$ cat src/shared/link_byte_pkg.sv
package link_byte_pkg;
   // register offsets on the framer's parallel port
   localparam logic [7:0] RX_BYTE_ADDR = 8'h28;
   localparam logic [7:0] MATCH_A_ADDR = 8'h29;
   localparam logic [7:0] MATCH_B_ADDR = 8'h2A;
   localparam logic [7:0] TX_BYTE_ADDR = 8'h7E;
   localparam logic [7:0] STATUS_ADDR = 8'h31;
   localparam logic [7:0] MASK_ADDR = 8'h32;
   localparam logic [7:0] CTRL_ADDR = 8'h33;
   // status and mask bit positions
   localparam int MATCH_BIT = 2;
   localparam int TX_EMPTY_BIT = 3;
   localparam int RX_FULL_BIT = 4;
   // control bit positions
   localparam int DESTUFF_BIT = 0;
   localparam int STUFF_BIT = 4;
   localparam int MF_LOAD_BIT = 5;
   localparam int FS_SRC_BIT = 2;
   localparam int CTRL_LINK_BIT = 6;
   // reset values, frame pattern and counting limits
   localparam logic [7:0] BYTE_RESET = 8'h00;
   localparam logic [7:0] CTRL_RESET = 8'h00;
   localparam logic [7:0] D4_FS_PATTERN = 8'h1C;
   localparam logic [2:0] RUN_LIMIT = 3'h5;
   localparam logic [2:0] BIT_LAST = 3'h7;
   typedef enum logic [1:0] {
      TX_IDLE = 2'b00,
      TX_SEND = 2'b01,
      TX_STUFF = 2'b10
   } tx_state_t;
endpackage

$ cat src/shared/byte_stream_if.sv
`timescale 1ns/1ps
interface byte_stream_if #(parameter int WIDTH = 8);
   logic valid;
   logic ready;
   logic [WIDTH-1:0] data;
   modport source (output valid, output data, input ready);
   modport sink (input valid, input data, output ready);
endinterface

$ cat src/legacy_link_byte_port.sv
`timescale 1ns/1ps
// Summary of operation
// - received link bits shift into an 8-bit byte, first bit lands in LSB
// - each eight new bits set the receive-byte-full flag
// - full flag with its mask enabled pulls the interrupt low
// - byte equal to either match byte sets match flag, may interrupt
// - with destuff enabled, a zero after five ones is dropped
// - a zero after six or more ones is kept
// - transmit byte goes out as frame bits (D4) only; in ESF the link bit comes from the controller or external input
// - a newly written transmit byte is sent LSB first
// - after eight bits sent, empty flag sets, may interrupt
// - with no new byte written, the old byte is sent again
// - with stuff enabled, a zero is inserted after five ones
// - with multiframe load enabled, only the first transmit byte load after idle waits for a multiframe edge
// - receive runs beside the controller; one transmit link source only
// - message fields in the frame bit slot pass through these registers
// - in ESF, controller enable low picks external input, high picks controller; in D4 the link bit is held low
module legacy_link_byte_port
   import link_byte_pkg::*;
#(
   parameter int FIFO_DEPTH = 8
) (
   input wire logic CLOCK,
   input wire logic RST,
   input wire logic [7:0] ADDR,
   input wire logic [7:0] WDATA,
   input wire logic WR,
   input wire logic RD,
   output logic [7:0] RDATA,
   output logic INT_N,
   input wire logic ESF_MODE,
   input wire logic RX_BIT_EN,
   input wire logic RX_BIT,
   input wire logic TX_BIT_REQ,
   input wire logic MF_BOUNDARY,
   input wire logic EXTERNAL_LINK_INPUT,
   input wire logic CONTROLLER_BIT,
   output logic TX_LINK_BIT,
   output logic TX_FS_BIT,
   output logic TX_FS_FROM_REG,
   output logic [7:0] RX_BYTE_DATA,
   output logic RX_BYTE_VALID,
   input wire logic RX_BYTE_READY
);
   logic [7:0] receive_link_byte;
   logic [7:0] rx_shift_r;
   logic [2:0] rx_cnt_r;
   logic [7:0] link_match_byte_a;
   logic [7:0] link_match_byte_b;
   logic [7:0] transmit_link_byte;
   logic [7:0] tx_shift_r;
   logic [2:0] tx_cnt_r;
   logic [7:0] status_r;
   logic [7:0] mask_r;
   logic [7:0] ctrl_r;
   logic tx_pending_r;
   logic tx_out_r;
   tx_state_t tx_state_r;
   tx_state_t tx_state_nxt;
   logic wr_rx_byte_unused;
   byte_stream_if #(.WIDTH(8)) rx_in ();
   byte_stream_if #(.WIDTH(8)) rx_out ();

   // control field decode
   wire destuff_enable = ctrl_r[DESTUFF_BIT];
   wire stuff_enable = ctrl_r[STUFF_BIT];
   wire multiframe_load_enable = ctrl_r[MF_LOAD_BIT];
   wire frame_bit_source_select = ctrl_r[FS_SRC_BIT];
   wire controller_link_enable = ctrl_r[CTRL_LINK_BIT];

   // register strobes
   wire wr_match_a = WR && (ADDR == MATCH_A_ADDR);
   wire wr_match_b = WR && (ADDR == MATCH_B_ADDR);
   wire wr_tx_byte = WR && (ADDR == TX_BYTE_ADDR);
   wire wr_mask = WR && (ADDR == MASK_ADDR);
   wire wr_ctrl = WR && (ADDR == CTRL_ADDR);
   wire rd_status = RD && (ADDR == STATUS_ADDR);
   assign wr_rx_byte_unused = WR && (ADDR == RX_BYTE_ADDR);

   // receive destuff: a zero right after exactly five ones is dropped
   logic rx_run_full;
   logic [2:0] rx_ones_r;
   wire rx_is_stuffed = destuff_enable && !RX_BIT && rx_run_full;
   wire rx_accept = RX_BIT_EN && !rx_is_stuffed;
   zero_stuffer rx_runs (
      .clk(CLOCK),
      .rst(RST),
      .bit_en(RX_BIT_EN),
      .bit_in(RX_BIT),
      .run_full(rx_run_full)
   );
   // separate count tells six ones from five, so that a flag zero stays
   always_ff @(posedge CLOCK or posedge RST) begin
      if (RST) rx_ones_r <= 3'h0;
      else if (RX_BIT_EN) rx_ones_r <= !RX_BIT ? 3'h0 : (rx_ones_r == BIT_LAST) ? BIT_LAST :
         rx_ones_r + 3'h1;
   end
   wire rx_exact_five = (rx_ones_r == RUN_LIMIT);
   wire rx_drop = rx_is_stuffed && rx_exact_five;
   wire rx_take = RX_BIT_EN && !rx_drop;

   // receive shifter, LSB first: new bit enters at the top
   wire [7:0] rx_shift_nxt = {RX_BIT, rx_shift_r[7:1]};
   wire rx_byte_done = rx_take && (rx_cnt_r == BIT_LAST);
   always_ff @(posedge CLOCK or posedge RST) begin
      if (RST) begin
         rx_shift_r <= BYTE_RESET;
         rx_cnt_r <= 3'h0;
         receive_link_byte <= BYTE_RESET;
      end else if (rx_take) begin
         rx_shift_r <= rx_shift_nxt;
         rx_cnt_r <= rx_cnt_r + 3'h1;
         if (rx_byte_done) receive_link_byte <= rx_shift_nxt;
      end
   end
   wire rx_match = (rx_shift_nxt == link_match_byte_a) || (rx_shift_nxt == link_match_byte_b);
   wire rx_unused_accept = rx_accept;

   // completed bytes also go to the fifo for a streaming reader
   assign rx_in.valid = rx_byte_done;
   assign rx_in.data = rx_shift_nxt;
   byte_fifo #(.WIDTH(8), .DEPTH(FIFO_DEPTH)) rx_fifo (
      .clk(CLOCK),
      .rst(RST),
      .wr(rx_in.sink),
      .rd(rx_out.source)
   );
   assign rx_out.ready = RX_BYTE_READY;
   assign RX_BYTE_VALID = rx_out.valid;
   assign RX_BYTE_DATA = rx_out.data;

   // transmit sequencing
   wire tx_load_ok = !multiframe_load_enable || MF_BOUNDARY;
   wire tx_run_full;
   wire tx_run_full_next;
   wire tx_byte_end = (tx_state_r == TX_SEND) && TX_BIT_REQ && (tx_cnt_r == BIT_LAST) &&
      !(stuff_enable && tx_shift_r[0] && tx_run_full_next);
   wire tx_stuff_now = stuff_enable && tx_run_full;
   wire tx_cur_bit = tx_shift_r[0];
   wire tx_bit_sent = TX_BIT_REQ && (tx_state_r == TX_SEND) && !tx_stuff_now;
   assign tx_run_full_next = 1'b0;
   zero_stuffer tx_runs (
      .clk(CLOCK),
      .rst(RST),
      .bit_en(TX_BIT_REQ && (tx_state_r != TX_IDLE)),
      .bit_in(tx_stuff_now ? 1'b0 : tx_cur_bit),
      .run_full(tx_run_full)
   );
   wire tx_last_bit = tx_bit_sent && (tx_cnt_r == BIT_LAST);

   // state: idle until first write, then send forever, repeating old byte
   always_comb begin
      tx_state_nxt = tx_state_r;
      case (tx_state_r)
         TX_IDLE: if (tx_pending_r && tx_load_ok) tx_state_nxt = TX_SEND;
         TX_SEND: if (TX_BIT_REQ && tx_stuff_now) tx_state_nxt = TX_STUFF;
         TX_STUFF: tx_state_nxt = TX_SEND;
         default: tx_state_nxt = TX_IDLE;
      endcase
   end

   // shifter reload at byte end: new byte if written, else repeat; no multiframe wait here
   always_ff @(posedge CLOCK or posedge RST) begin
      if (RST) begin
         tx_state_r <= TX_IDLE;
         tx_shift_r <= BYTE_RESET;
         tx_cnt_r <= 3'h0;
         tx_pending_r <= 1'b0;
         tx_out_r <= 1'b0;
      end else begin
         tx_state_r <= tx_state_nxt;
         if (TX_BIT_REQ && tx_state_r != TX_IDLE) tx_out_r <= tx_stuff_now ? 1'b0 : tx_cur_bit;
         if ((tx_state_r == TX_IDLE) && tx_pending_r && tx_load_ok) begin
            tx_shift_r <= transmit_link_byte;
            tx_cnt_r <= 3'h0;
            tx_pending_r <= wr_tx_byte;
         end else if (tx_last_bit) begin
            tx_shift_r <= transmit_link_byte;
            tx_cnt_r <= 3'h0;
            tx_pending_r <= wr_tx_byte;
         end else begin
            if (tx_bit_sent) begin
               tx_shift_r <= {tx_shift_r[0], tx_shift_r[7:1]};
               tx_cnt_r <= tx_cnt_r + 3'h1;
            end
            if (wr_tx_byte) tx_pending_r <= 1'b1;
         end
      end
   end

   // output steering: frame bits in D4, link bits in ESF, one source only
   wire link_src = controller_link_enable ? CONTROLLER_BIT : tx_out_r;
   assign TX_LINK_BIT = ESF_MODE ? (controller_link_enable ? CONTROLLER_BIT :
      EXTERNAL_LINK_INPUT) : 1'b0;
   assign TX_FS_BIT = ESF_MODE ? 1'b0 : tx_out_r;
   assign TX_FS_FROM_REG = !frame_bit_source_select;
   wire link_src_unused = link_src;

   // host registers
   always_ff @(posedge CLOCK or posedge RST) begin
      if (RST) begin
         link_match_byte_a <= BYTE_RESET;
         link_match_byte_b <= BYTE_RESET;
         transmit_link_byte <= BYTE_RESET;
         mask_r <= BYTE_RESET;
         ctrl_r <= CTRL_RESET;
      end else begin
         if (wr_match_a) link_match_byte_a <= WDATA;
         if (wr_match_b) link_match_byte_b <= WDATA;
         if (wr_tx_byte) transmit_link_byte <= WDATA;
         if (wr_mask) mask_r <= WDATA;
         if (wr_ctrl) ctrl_r <= WDATA;
      end
   end

   // sticky flags: a new event in the read cycle survives the clear
   wire [7:0] status_set = {3'h0, rx_byte_done, tx_last_bit, rx_byte_done && rx_match, 2'h0};
   always_ff @(posedge CLOCK or posedge RST) begin
      if (RST) status_r <= BYTE_RESET;
      else status_r <= (rd_status ? BYTE_RESET : status_r) | status_set;
   end
   assign INT_N = !(|(status_r & mask_r));

   // read data registered, one cycle after RD
   wire [7:0] rdata_nxt = (ADDR == RX_BYTE_ADDR) ? receive_link_byte :
      (ADDR == MATCH_A_ADDR) ? link_match_byte_a :
      (ADDR == MATCH_B_ADDR) ? link_match_byte_b :
      (ADDR == TX_BYTE_ADDR) ? transmit_link_byte :
      (ADDR == STATUS_ADDR) ? status_r :
      (ADDR == MASK_ADDR) ? mask_r :
      (ADDR == CTRL_ADDR) ? ctrl_r : BYTE_RESET;
   always_ff @(posedge CLOCK or posedge RST) begin
      if (RST) RDATA <= BYTE_RESET;
      else if (RD) RDATA <= rdata_nxt;
   end
endmodule

$ cat src/byte_fifo.sv
`timescale 1ns/1ps
module byte_fifo #(
   parameter int WIDTH = 8,
   parameter int DEPTH = 8
) (
   input wire logic clk,
   input wire logic rst,
   byte_stream_if.sink wr,
   byte_stream_if.source rd
);
   localparam int AW = $clog2(DEPTH);
   logic [WIDTH-1:0] mem [DEPTH];
   logic [AW:0] wptr_r;
   logic [AW:0] rptr_r;
   logic full;
   logic empty;
   logic push;
   logic pop;
   // extra pointer bit tells full from empty
   assign empty = (wptr_r == rptr_r);
   assign full = (wptr_r[AW] != rptr_r[AW]) && (wptr_r[AW-1:0] == rptr_r[AW-1:0]);
   assign wr.ready = !full;
   assign rd.valid = !empty;
   assign rd.data = mem[rptr_r[AW-1:0]];
   assign push = wr.valid && !full;
   assign pop = rd.ready && !empty;
   // pointers
   always_ff @(posedge clk or posedge rst) begin
      if (rst) begin
         wptr_r <= '0;
         rptr_r <= '0;
      end else begin
         if (push) wptr_r <= wptr_r + 1'b1;
         if (pop) rptr_r <= rptr_r + 1'b1;
      end
   end
   // storage has no reset, only written words are read
   always_ff @(posedge clk) begin
      if (push) mem[wptr_r[AW-1:0]] <= wr.data;
   end
endmodule

$ cat src/zero_stuffer.sv
`timescale 1ns/1ps
module zero_stuffer
   import link_byte_pkg::*;
(
   input wire logic clk,
   input wire logic rst,
   input wire logic bit_en,
   input wire logic bit_in,
   output logic run_full
);
   logic [2:0] ones_r;
   logic [2:0] ones_nxt;
   // run of ones, saturating at the limit; zero breaks it
   assign ones_nxt = !bit_in ? 3'h0 : (ones_r == RUN_LIMIT) ? RUN_LIMIT : ones_r + 3'h1;
   assign run_full = (ones_r == RUN_LIMIT);
   always_ff @(posedge clk or posedge rst) begin
      if (rst) ones_r <= 3'h0;
      else if (bit_en) ones_r <= ones_nxt;
   end
endmodule

$ cat config.mk
export PLATFORM = sky130hd
export DESIGN_NAME = legacy_link_byte_port
export DESIGN_NICKNAME = d
export VERILOG_FILES = /design/src/shared/link_byte_pkg.sv /design/src/shared/byte_stream_if.sv /design/src/legacy_link_byte_port.sv /design/src/byte_fifo.sv /design/src/zero_stuffer.sv
export SDC_FILE = /design/constraint.sdc
export NUM_CORES = 1
export LEC_CHECK = 0
export BUFFER_PORTS_ARGS = -buffer_cell sky130_fd_sc_hd__buf_2
export CORE_MARGIN = 2
export CORE_UTILIZATION = 45
export CTS_CLUSTER_SIZE = 12
export DETAILED_ROUTE_END_ITERATION = 10
export GPL_TIMING_DRIVEN = 1
export HOLD_SLACK_MARGIN = 0.15
export PLACE_DENSITY_LB_ADDON = 0.3
export REMOVE_ABC_BUFFERS = 1
export SLEW_MARGIN = 10
export SYNTH_ARGS = -nofsm -noshare
export SYNTH_HDL_FRONTEND = slang
export SYNTH_SLANG_ARGS = --single-unit
$ cat constraint.sdc
create_clock -name CLOCK -period 3.79 [get_ports CLOCK]
set_input_delay 0.1895 -clock CLOCK [delete_from_list [all_inputs] [get_ports CLOCK]]
set_output_delay 0.1895 -clock CLOCK [all_outputs]
set_load 0.01 [all_outputs]
; ---- Word-level counts from Yosys, hierarchy flattened
; Memories as Yosys holds them, arrays and structs flattened.
; Cells that the tools add are included.
[totals]
reg_bits = 107
mem_bits_rw = 64
in_bits = 28
output_inout_bits = 21
wordCells = 125
n_memories = 1
[classes]
n_addsub = 7
n_eq_ne = 22
muxes = 32
bitwise_logic = 2
n_reduce_logical = 41
[memory_table]
columns = memory, words, width, read_ports, rd_clocked_by_memory_dff, wr, line_no
row1 = rx_fifo.mem, 8, 8, 1, 0, 1, byte_fifo.sv:12  ; logic [WIDTH-1:0] mem [DEPTH];
[op_table]
columns = op, n
row1 = $mux 8, 11
row2 = $eq 8x6->1 const B, 6
row3 = $mux 3, 9
row4 = $logic_and 1x1->1, 24
row5 = $eq 3x3->1 const B, 6
row6 = $eq 8x8->1, 2
row7 = $add 3x1->3 const B, 5
row8 = $mux 1, 9
row9 = $add 4x1->4 const B, 2
row10 = $and 8x8->8, 1
row11 = $eq 8x7->1 const B, 1
row12 = $logic_not 1->1, 8
row13 = $or 8x5->8, 1
row14 = $reduce_or 8->1, 1
row15 = $pmux 2 s3, 1
row16 = $reduce_bool 3->1, 2
row17 = $eq 4x4->1, 1
row18 = $mux 2, 2
row19 = $reduce_and 2->1, 2
row20 = $eq 3x3->1, 1
row21 = $eq 2x1->1 const B, 1
row22 = $eq 2x2->1 const B, 1
row23 = $logic_not 2->1, 1
row24 = $logic_or 1x1->1, 2
row25 = 4 further kinds, 4

; ---- Depth between registers and ports, before layout
; Gate-level depths: netlist of the first run.
[depth]
word_depth = 10
ltp_mapped = 7

; ---- Hierarchy
; Synthesis of the first run repeated with hierarchy kept, for this count alone.
[hier_totals]
hier_cells = 566
hier_area_um2 = 7926.4
[by_module_without_submodules]
columns = mod, n_inst, cells_per_inst, area_each_um2, seq_area_each_um2
row1 = legacy_link_byte_port, 1, 379, 4420.5, 2177.1
row2 = byte_fifo, 1, 153, 3173.0, 2122.0
row3 = zero_stuffer, 2, 17, 166.4, 75.1

; ---- Worst setup path after synthesis of the first run
; Ideal clock, no wire load.
[synth_path]
path_kind = flip-flop to flip-flop
from = reg rx_ones_r[0]
to = mem rx_fifo.mem[0][0], enable pin
setup_time_ps = 383
arrival_ps = 1967
slack_ps = 1439
stages_incl_launch_ff = 7
period_less_slack_ps = 2351
path_cell_list = dfrtp_1 > ha_1 > nand3b_1 > o211ai_1 > a41oi_1 > nand2b_1 > nor3_1
[synth_via]
elab_chain_len = 8
[synth_lines]
columns = item, line_no
row1 = "start, declared", legacy_link_byte_port.sv:82  ; logic [2:0] rx_ones_r;
row2 = "start signal, assigned", legacy_link_byte_port.sv:95  ; else if (RX_BIT_EN) rx_ones_r <= !RX_BIT ? 3'h0 : (rx_ones_r == BIT_LAST) ? BIT_LAST :
row3 = $eq 3x3->1, legacy_link_byte_port.sv:98  ; wire rx_exact_five = (rx_ones_r == RUN_LIMIT);
row4 = $logic_and 1x1->1, legacy_link_byte_port.sv:99  ; wire rx_drop = rx_is_stuffed && rx_exact_five;
row5 = $logic_not 1->1, legacy_link_byte_port.sv:100  ; wire rx_take = RX_BIT_EN && !rx_drop;
row6 = $logic_and 1x1->1, legacy_link_byte_port.sv:100
row7 = $logic_and 1x1->1, legacy_link_byte_port.sv:104  ; wire rx_byte_done = rx_take && (rx_cnt_r == BIT_LAST);
row8 = $logic_and 1x1->1, byte_fifo.sv:25  ; assign push = wr.valid && !full;
row9 = $mux 1, byte_fifo.sv:39  ; if (push) mem[wptr_r[AW-1:0]] <= wr.data;
row10 = $mux 1 (not written as such), byte_fifo.sv:39
row11 = "end, declared", byte_fifo.sv:12
; No other way between the ends.

; ---- Worst setup path in the final report of the first run
[layout_path]
from = reg rx_fifo.rptr_r[1]
to = mem rx_fifo.mem[5][1], enable pin
[layout_via]
elab_chain_len = 6
[layout_lines]
columns = item, line_no
row1 = "start, declared", byte_fifo.sv:14  ; logic [AW:0] rptr_r;
row2 = "start signal, assigned", byte_fifo.sv:34  ; if (pop) rptr_r <= rptr_r + 1'b1;
row3 = $eq 3x3->1, byte_fifo.sv:21  ; assign full = (wptr_r[AW] != rptr_r[AW]) && (wptr_r[AW-1:0] == rptr_r[AW-1:0]);
row4 = $logic_and 1x1->1, byte_fifo.sv:21
row5 = $logic_not 1->1, n/a
row6 = $logic_and 1x1->1, byte_fifo.sv:25
row7 = $mux 1, byte_fifo.sv:39
row8 = $mux 1 (not written as such), byte_fifo.sv:39
; No other way between the ends.

==> results of run 1 <==
repair_timing:
action,4_1_cts,5_1_grt
hold endpoints to repair,119,0
gates resized for setup,0,0
hold buffers,13,0
through the flow:
step           cell area (sq um)  worst slack [ns]  power (uW)
2_1_floorplan               7400             0.953        3250
3_3_place_gp                7970              1.24        3620
3_5_place_dp                7970              1.09        3670
4_1_cts                     8610              1.07        5220
5_1_grt                     8610             0.830        5460
6_report                    8610              1.11        5160
power groups by stage:
stage          registers (uW)  logic (uW)  clock network (uW)
6_report                 2480        1160                1530
5_1_grt                  2520        1300                1640
4_1_cts                  2480        1180                1560
3_5_place_dp             2510        1160                   0
3_3_place_gp             2490        1130                   0
2_1_floorplan            2430         818                   0
state kept, by name, summed over array words and instances (netlist names), 4 cells and up:
register	count
RDATA	8
tx_shift_r	8
mask_r	8
rx_shift_r	7
rx_fifo.mem	64
link_match_byte_a	8
ctrl_r	8
transmit_link_byte	8
receive_link_byte	8
rx_fifo.rptr_r	4
rx_fifo.wptr_r	4
link_match_byte_b	8
layout by cell type, fill, tap and decap left out, types with 5 or more instances in the layout:
cell type / count
dfrtp_1: 101
mux2_2: 65
edfxtp_1: 64
buf_2: 48
nor2_1: 34
nand2_1: 26
o21ai_0: 21
xor2_1: 21
a21oi_1: 20
clkbuf_16: 17
mux4_2: 16
nor2b_1: 14
mux2i_1: 14
dlygate4sd3_1: 13
inv_1: 12
nor3_1: 9
a211oi_1: 9
nand2b_1: 8
ha_1: 8
clkbuf_1: 8
xnor2_1: 6
nand3_1: 6
buf_4: 6
nor4_1: 5
a221oi_1: 5
worst max-delay path, cell delays in order (launching register included):
cell and delay (ns):
dfrtp_1 0.88, xnor2_1 0.17, a41oi_1 0.50, nand2_1 0.17, nor2_1 0.60
path summary, 6_finish.rpt:
| path | start | to | slack [ns] | cells past startpoint |
|---|---|---|---|---|
| hold reg to reg | rx_fifo.wptr_r[3]$_DFFE_PP0P_ | rx_fifo.wptr_r[3]$_DFFE_PP0P_ | 0.48 | 1 |
| max in group asynchronous | RST | RDATA[6]$_DFFE_PP0P_ | 2.30 | 4 |
| setup reg to reg | rx_fifo.rptr_r[1]$_DFFE_PP0P_ | rx_fifo.mem[5][1]$_DFFE_PP_ | 1.11 | 4 |
| setup / recovery | rx_fifo.rptr_r[1]$_DFFE_PP0P_ | rx_fifo.mem[5][1]$_DFFE_PP_ | 1.11 | 4 |
| hold / removal | RD | RDATA[0]$_DFFE_PP0P_ | 0.18 | 3 |
| min in group asynchronous | RST | tx_out_r$_DFFE_PP0P_ | 0.51 | 3 |
routing by layer:
| metal | track usage | up-vias |
|---|---|---|
| met1 | 0.255 | 2376 |
| li1 | - | 2193 |
| met5 | 0 | - |
| met4 | 0.0621 | 0 |
| met2 | 0.315 | 104 |
| met3 | 0.0441 | 17 |
layout make-up:
cell class / count / area (sq um) / area share
Clock buffer: 25 / 455 / 0.0529
Inverter: 13 / 51.3 / 0.00596
Sequential cell: 165 / 4450 / 0.517
Tap cell: 220 / 275 / 0.0320
Multi-Input combinational cell: 354 / 2910 / 0.338
Timing Repair Buffer: 67 / 415 / 0.0482
Clock inverter: 7 / 57.6 / 0.00668
cells by family (layout without fill, tap and decap cells):
group           after synthesis  count (layout)
compound gates               87              87
xor+xnor                     27              27
fa+ha+maj                     8               8
buf+inv                      36             112
flops                       165             165
mux                          95              95
simple gates                137             137
==> flow_metrics.py, run 1 <==
metrics = {
    "worst_setup_path": {
        "critPathCaptureType": "flop",
        "cp.required_ns": 3.84,
        "critPathKind": "reg -> reg",
        "critPathLaunchType": "flop",
        "arrival_ns": 2.73,
        "path_max_fanout": 20,
    },
    "detailed_routing": {
        "vias_per_cell": 5.51,
        "drt_first_pass_iters": 5,
        "drt.antenna.violating_nets": 0,
        "wl_met2_microns": 7990,
        "wire_per_inst_microns": 18.8,
        "wl_met1_microns": 7180,
        "top_layer": "met4",
        "drt_iter0_markers": 339,
        "routed-wl-met3_microns": 598,
        "finalWirelength_microns": 16000,
        "post-route-drc-count": 0,
        "vias": 4690,
    },
    "pwr": {
        "power_frac_seq": 0.480,
        "p_leak_uw": 0.00354,
        "p_per_area_mw_per_mm2": 600,
        "p_comb_frac": 0.224,
        "vdd_ir_drop_max_v": 0.000326,
        "power_frac_clock": 0.296,
        "internal_power_uw": 3660,
        "switching_share": 0.290,
        "p_sw_uw": 1500,
    },
    "final_layout": {
        "n_fill_cell": 1413,
        "drive_gt1_frac": 0.269,
        "fin_util": 0.523,
        "stdcell_count": 851,
        "nets": 654,
        "syn_to_final_growth_pct": 14.2,
        "antenna_cells": 0,
    },
    "cts": {
        "clk_pin_slew_worst_paths_ns": 0.06,
        "cts_sinks": 165,
        "cts_buffers": 17,
        "clk_path_buf_depth": 2,
        "root_buffer": "clkbuf_16",
        "cts_setup_buffers": 0,
        "worstSkewPairLatency_ns": 0.42,
        "cts_tree": "done",
        "cts_htree_levels": 4,
    },
    "synth": {
        "synth-seq-area-share": 0.590,
        "synth_top_area_cell": "dfrtp_1",
        "ys_seq_elements": 165,
        "synth_adder_area_share": 0.0133,
        "yosysWarnings": 0,
        "synthMuxAreaShare": 0.163,
        "postSynthCellCount": 555,
        "synth_area_leaders": "dfrtp_1, edfxtp_1, mux2_2",
        "synth_area_sq_mm": 0.00754,
        "synthXorXnorAreaFrac": 0.0314,
        "synth_ff_type": "dfrtp_1",
        "synth_edf_count": 64,
        "synth-async-reset-ratio": 0.612,
        "synth.distinct_cells": 61,
        "yosysMostFrequentCell": "dfrtp_1",
        "synth_compound_area_frac": 0.0757,
        "synth_top_family_by_area": "multiplexers",
        "synthSimpleGateAreaFrac": 0.102,
        "avgSynthCellArea_sq_um": 13.6,
        "synthTopCellsByCount": "dfrtp_1, mux2_2, edfxtp_1",
        "netlist.area_leader.share": 0.335,
    },
    "placement": {
        "hpwl_microns": 11200,
        "place_inst": 806,
        "gp_congestion": 0.852,
        "port_buffers": 48,
    },
    "floorplanning": {
        "rows": 47,
        "ioPinCount": 49,
        "coreArea_sq_mm": 0.0165,
        "start_util": 0.458,
        "fp.dieW_microns": 133,
        "die_area_sq_mm": 0.0178,
        "die_h_microns": 133,
    },
    "status": {
        "status": "finished clean",
    },
    "timing": {
        "fmax_mhz": 373,
        "fin_hold_ws_ns": 0.183,
        "maxSlewViolCount": 0,
        "final.min_clock_period_ns": 2.68,
        "max_slew.worst_pin.slew_ns": 0.973,
        "fin_setup_tns_ns": 0,
        "rsz0062_at_grt": "no",
        "max_slew_margin": 0.350,
        "setup_viol": 0,
        "fin_skew_ns": 0.0102,
        "min_period_over_period": 0.708,
        "hold_viol": 0,
    },
    "global_route": {
        "grt_antenna_before_repair": 0,
        "grt_pass1_wl_microns": 26100,
        "grt_max_degree": 72,
        "grt_usage": 0.192,
        "grt_pass1_vias": 4879,
        "grt_remaining_overflow": 0,
    },
    "min_path": {
        "hold_class": "in -> reg",
    },
    "flow_run": {
        "maxCapViolCount": 0,
    },
}
No activity file was read; power rests on OpenSTA's default activity.
==> run 2: changes to the inputs <==
Clock period 3.79 ns to 2.3 ns, I/O delays scaled along.
==> run 2 against run 1 <==
Net effect: utilization rose by 1.5 points; die area unchanged; combinational power grew 74%; non-clock buffer count grew 23; global-route usage down 0.38 points; critical endpoint is now RX_BYTE_DATA[6]; register-to-register slack worse by 0.84 ns; largest power group unchanged; final cell count up 2.7%; first-iteration DRC count decreased by 19%; flip-flop and latch count is the same.
==> flow_metrics.py, run 2 (synthesized netlist as in run 1, its figures left out) <==
metrics = {
    "global_route": {
        "grt_remaining_overflow": 0,
        "grt_pass1_vias": 4941,
        "grt_antenna_before_repair": 0,
        "groute.layer.met2.usage": 0.324,
        "globalRoute.busiestLayer": "met2",
        "grt_max_degree": 39,
        "grt_pass1_wl_microns": 25700,
        "gr-usage-met3": 0.0426,
        "grt_usage": 0.188,
        "met1_usage": 0.234,
    },
    "timing": {
        "hold_viol": 0,
        "fmax_mhz": 473,
        "final.min_clock_period_ns": 2.12,
        "setup_viol": 0,
        "max_slew_margin": 0.680,
        "fin_setup_tns_ns": 0,
        "rsz0062_at_grt": "no",
        "fin_hold_ws_ns": 0.175,
        "max_slew.worst_pin.slew_ns": 0.480,
        "min_period_over_period": 0.920,
        "maxSlewViolCount": 0,
        "fin_skew_ns": 0.00659,
        "fin_ws_ns": 0.184,
    },
    "cts": {
        "cts_buffers": 17,
        "clk_path_buf_depth": 2,
        "cts_tree": "done",
        "root_buffer": "clkbuf_16",
        "cts_htree_levels": 4,
        "worstSkewPairLatency_ns": 0.43,
        "clk_pin_slew_worst_paths_ns": 0.06,
        "cts_setup_buffers": 0,
        "cts_sinks": 165,
    },
    "worst_setup_path": {
        "slowest_delay_ns": 0.54,
        "arrival_ns": 2.00,
        "critPathKind": "reg -> out",
        "critPathCaptureType": "output port",
        "cp.required_ns": 2.18,
        "crit_chain": "buf_4 > mux4_2 > mux2_2 > buf_2",
        "cp.buffers_inverters": 2,
        "crit_path_top_delay_cell": "mux4_2",
        "path_delay_family": "multiplexers",
        "critPathLaunchType": "flop",
        "path_max_fanout": 10,
    },
    "detailed_routing": {
        "vias": 4709,
        "drt_iter0_markers": 274,
        "vias_per_cell": 5.39,
        "drt.antenna.violating_nets": 0,
        "finalWirelength_microns": 15400,
        "drt_first_pass_iters": 4,
        "post-route-drc-count": 0,
        "wire_per_inst_microns": 17.6,
    },
    "placement": {
        "gp_congestion": 0.901,
        "hpwl_microns": 11200,
        "pre_cts_slack_ns": 0.252,
        "port_buffers": 48,
        "placed_area_sq_mm": 0.00813,
    },
    "pwr": {
        "vdd_ir_drop_max_v": 0.000667,
        "internal_power_uw": 6140,
        "power_frac_seq": 0.456,
        "p_per_area_mw_per_mm2": 983,
        "power_frac_clock": 0.313,
        "p_leak_uw": 0.00369,
        "p_comb_frac": 0.232,
        "switching_share": 0.294,
        "p_sw_uw": 2560,
    },
    "floorplanning": {
        "die_area_sq_mm": 0.0178,
        "die_h_microns": 133,
        "start_util": 0.458,
        "coreArea_sq_mm": 0.0165,
        "fp.dieW_microns": 133,
        "ioPinCount": 49,
        "rows": 47,
    },
    "final_layout": {
        "largest_reg_flops": 64,
        "finalInstanceArea_sq_mm": 0.00886,
        "syn_to_final_growth_pct": 17.5,
        "final_cell_mix": "dfrtp_1, mux2_2, edfxtp_1, buf_2, nor2_1",
        "nets": 677,
        "antenna_cells": 0,
        "layout_commonest_cell": "dfrtp_1",
        "drive_gt1_frac": 0.309,
        "n_fill_cell": 1369,
    },
    "flow_run": {
        "maxCapViolCount": 0,
    },
    "min_path": {
        "hold_class": "in -> reg",
    },
    "status": {
        "status": "finished clean",
    },
}
## run 2: power groups by stage
stage / registers (uW) / logic, uW / clock network [uW]
final: 3960 / 2020 / 2720
after global routing: 4030 / 2270 / 2920
after CTS: 3970 / 2060 / 2790
after detailed placement: 4020 / 2030 / 0
after floorplan: 4000 / 1350 / 0
after global placement: 3990 / 1970 / 0
## run 2: path summary, 6_finish.rpt
check | from | end | slack (ns) | cells past startpoint
max in group asynchronous | RST | rx_shift_r[6]$_DFFE_PP0P_ | 1.43 | 4
hold / removal | ADDR[7] | transmit_link_byte[2]$_DFFE_PP0P_ | 0.18 | 3
min in group asynchronous | RST | tx_shift_r[0]$_DFFE_PP0P_ | 0.26 | 3
setup reg to reg | rx_ones_r[0]$_DFFE_PP0P_ | rx_fifo.mem[7][0]$_DFFE_PP_ | 0.27 | 5
setup / recovery | rx_fifo.rptr_r[0]$_DFFE_PP0P_ | RX_BYTE_DATA[6] | 0.18 | 4
hold reg to reg | tx_out_r$_DFFE_PP0P_ | tx_out_r$_DFFE_PP0P_ | 0.48 | 2
## run 2: metal layers
layer | up-vias | wire [microns] | share of wire
met2 | 87 | 7930 | 0.51
met5 | - | 0 | 0
met4 | 0 | 295 | 0.019
li1 | 2248 | - | -
met1 | 2354 | 6680 | 0.43
met3 | 20 | 522 | 0.034
## run 2: worst min-delay path, stage by stage
cell,delay [ns]
buf_2,0.16
nor4_4,0.08
mux2_2,0.21
## run 2: layout make-up
class / instances / area [sq um] / area share
clock buffers: 17 / 425 / 0.0480
clock inverters: 15 / 143 / 0.0161
inverters: 13 / 51.3 / 0.00579
multi-input cells: 354 / 2910 / 0.328
flip-flops and latches: 165 / 4450 / 0.502
well taps: 220 / 275 / 0.0311
repair buffers: 90 / 608 / 0.0686
## run 2: metrics by stage
stage,std cells,power [uW],util
2_1_floorplan,532,5350,-
3_3_place_gp,826,5960,0.494
3_5_place_dp,826,6040,0.494
4_1_cts,874,8820,0.538
5_1_grt,874,9220,0.538
6_report,874,8700,0.538
## run 2: what timing repair did
item	in CTS	in global routing
hold buffers	16	0
resized for setup	0	0
endpoints found under the hold margin	140	0
==> run 3: changes to the inputs <==
Settings changed: SETUP_SLACK_MARGIN set to 0.4.
==> run 3 against run 2 <==
Net effect: final cell count rose by 1.7%; wire length rose by 4.0%; clock skew barely moved; clock-buffer cell count did not move; clock power barely moved; die area did not move; first-iteration DRC count fell by 4.7%; setup slack improved by 0.036 ns; combinational power rose by 15%; sequential share of layout area fell by 1.5 points; non-clock buffer count rose by 14.
==> flow_metrics.py, run 3 (synthesized netlist as in run 1, its figures left out) <==
metrics = {
    "detailed_routing": {
        "post-route-drc-count": 0,
        "vias": 4832,
        "wire_per_inst_microns": 18.0,
        "vias_per_cell": 5.44,
        "drt_iter0_markers": 261,
        "finalWirelength_microns": 16000,
        "drt.antenna.violating_nets": 0,
        "drt_first_pass_iters": 4,
    },
    "timing": {
        "max_slew.worst_pin.slew_ns": 0.485,
        "maxSlewViolCount": 0,
        "fmax_mhz": 481,
        "min_period_over_period": 0.904,
        "final.min_clock_period_ns": 2.08,
        "hold_viol": 0,
        "setup_viol": 0,
        "fin_skew_ns": 0.00683,
        "max_slew_margin": 0.677,
        "rsz0062_at_grt": "yes",
        "fin_hold_ws_ns": 0.171,
    },
    "final_layout": {
        "drive_gt1_frac": 0.344,
        "n_fill_cell": 1336,
        "final_cell_mix": "dfrtp_1, edfxtp_1, mux2_2, buf_2, nor2_1",
        "layout_commonest_cell": "dfrtp_1",
        "antenna_cells": 0,
        "nets": 692,
        "stdcell_count": 889,
        "largest_reg_flops": 64,
        "syn_to_final_growth_pct": 21.1,
        "finalInstanceArea_sq_mm": 0.00913,
        "fin_util": 0.554,
    },
    "flow_run": {
        "maxCapViolCount": 0,
    },
    "min_path": {
        "min_path_cells": 3,
        "min_from": "ADDR[7]",
        "min_to": "transmit_link_byte[2]$_DFFE_PP0P_",
        "hold_class": "in -> reg",
    },
    "floorplanning": {
        "ioPinCount": 49,
        "start_util": 0.458,
        "die_area_sq_mm": 0.0178,
        "coreArea_sq_mm": 0.0165,
        "rows": 47,
        "die_h_microns": 133,
        "fp.dieW_microns": 133,
    },
    "cts": {
        "cts_buffers": 17,
        "cts_sinks": 165,
        "cts_htree_levels": 4,
        "clk_path_buf_depth": 2,
        "clk_pin_slew_worst_paths_ns": 0.06,
        "cts_tree": "done",
        "worstSkewPairLatency_ns": 0.43,
        "root_buffer": "clkbuf_16",
    },
    "global_route": {
        "grt_pass1_vias": 5024,
        "grt_max_degree": 39,
        "grt_usage": 0.191,
        "grt_pass1_wl_microns": 26200,
        "grt_remaining_overflow": 0,
        "grt_antenna_before_repair": 0,
    },
    "worst_setup_path": {
        "critPathCaptureType": "output port",
        "cp.required_ns": 2.18,
        "critPathKind": "reg -> out",
        "r2r_start": "rx_ones_r[0]$_DFFE_PP0P_",
        "r2r_cells": 7,
        "r2r_setup_slack_ns": 0.42,
        "critPathLaunchType": "flop",
        "r2r-end": "rx_fifo.mem[7][7]$_DFFE_PP_",
        "slowest_delay_ns": 0.51,
        "crit_path_top_delay_cell": "mux4_2",
        "arrival_ns": 1.96,
        "path_max_fanout": 10,
        "crit_chain": "buf_12 > mux4_2 > mux2_2 > buf_2",
    },
    "pwr": {
        "vdd_ir_drop_max_v": 0.000669,
        "p_per_area_mw_per_mm2": 993,
        "p_leak_uw": 0.00381,
        "power_uw": 9060,
    },
    "placement": {
        "port_buffers": 48,
        "gp_congestion": 0.901,
        "place_inst": 826,
        "hpwl_microns": 11200,
        "placed_area_sq_mm": 0.00813,
    },
    "status": {
        "status": "finished clean",
    },
}
[run 3: cell types whose count changed in the layout (fill, tap and decap cells not counted), moves of 2 or more]
cell	change
buf_6	+14
buf_2	-4
buf_4	+3
mux2_2	-3
mux2_4	+3
nor2_1	-3
nor3_1	-3
and4_4	+2
nor2_2	+2
nor3_2	+2
[run 3: how the worst max path moves through the flow]
stage / startpoint / to / slack, ns / depth (start not counted)
final: rx_fifo.rptr_r[0]$_DFFE_PP0P_ / RX_BYTE_DATA[6] / 0.22 / 4
after global routing: rx_fifo.rptr_r[0]$_DFFE_PP0P_ / RX_BYTE_DATA[6] / 0.16 / 4
after detailed placement: rx_ones_r[0]$_DFFE_PP0P_ / rx_fifo.mem[7][4]$_DFFE_PP_ / 0.25 / 5
after CTS: rx_fifo.rptr_r[0]$_DFFE_PP0P_ / RX_BYTE_DATA[7] / 0.20 / 4
after floorplan: RST / RDATA[0]$_DFFE_PP0P_ / -0.46 / 1
after global placement: ADDR[3] / mask_r[2]$_DFFE_PP0P_ / 0.30 / 5
[run 3: layer usage]
| metal | part of all wire | global-route usage |
|---|---|---|
| met2 | 0.52 | 0.336 |
| met4 | 0.021 | 0.0656 |
| met5 | 0 | 0 |
| met3 | 0.034 | 0.0422 |
| met1 | 0.42 | 0.235 |
[run 3: power by group]
| group | internal (uW) | switching (uW) |
|---|---|---|
| clock | 1520 | 1210 |
| combinational | 1310 | 1020 |
| sequential | 3530 | 475 |
| total | 6360 | 2710 |
[run 3: timing repair]
action | CTS | global route
resized for setup | 21 | 19
buffers inserted | 8 | 5
gates cloned | 1 | 1
endpoints found under the hold margin | 140 | 0
hold buffers | 16 | 0
setup endpoints to repair | 81 | 89
pin swaps | 3 | 8
[run 3: worst max-delay path, delay by kind of cell (launching register included)]
kind                   cells  cell delay [ns]
multiplexers               2             0.78
buffers and inverters      2             0.31
flip-flops                 1             0.45
[run 3: area by class of cell]
cell class	count	area (sq um)	share of cell area
clock inverter	15	143	0.0156
clock buffer	17	425	0.0466
timing repair buffer	104	788	0.0864
tap	220	275	0.0302
multi-input combinational	355	2990	0.328
inverter	13	51.3	0.00562
sequential	165	4450	0.488
[run 3: per-stage QoR]
| step | setup WS, ns | TNS (ns) |
|---|---|---|
| final | 0.220 | 0 |
| after global placement | 0.303 | 0 |
| after detailed placement | 0.252 | 0 |
| after CTS | 0.201 | 0 |
| after floorplan | -0.462 | -59.24 |
| after global routing | 0.156 | 0 |
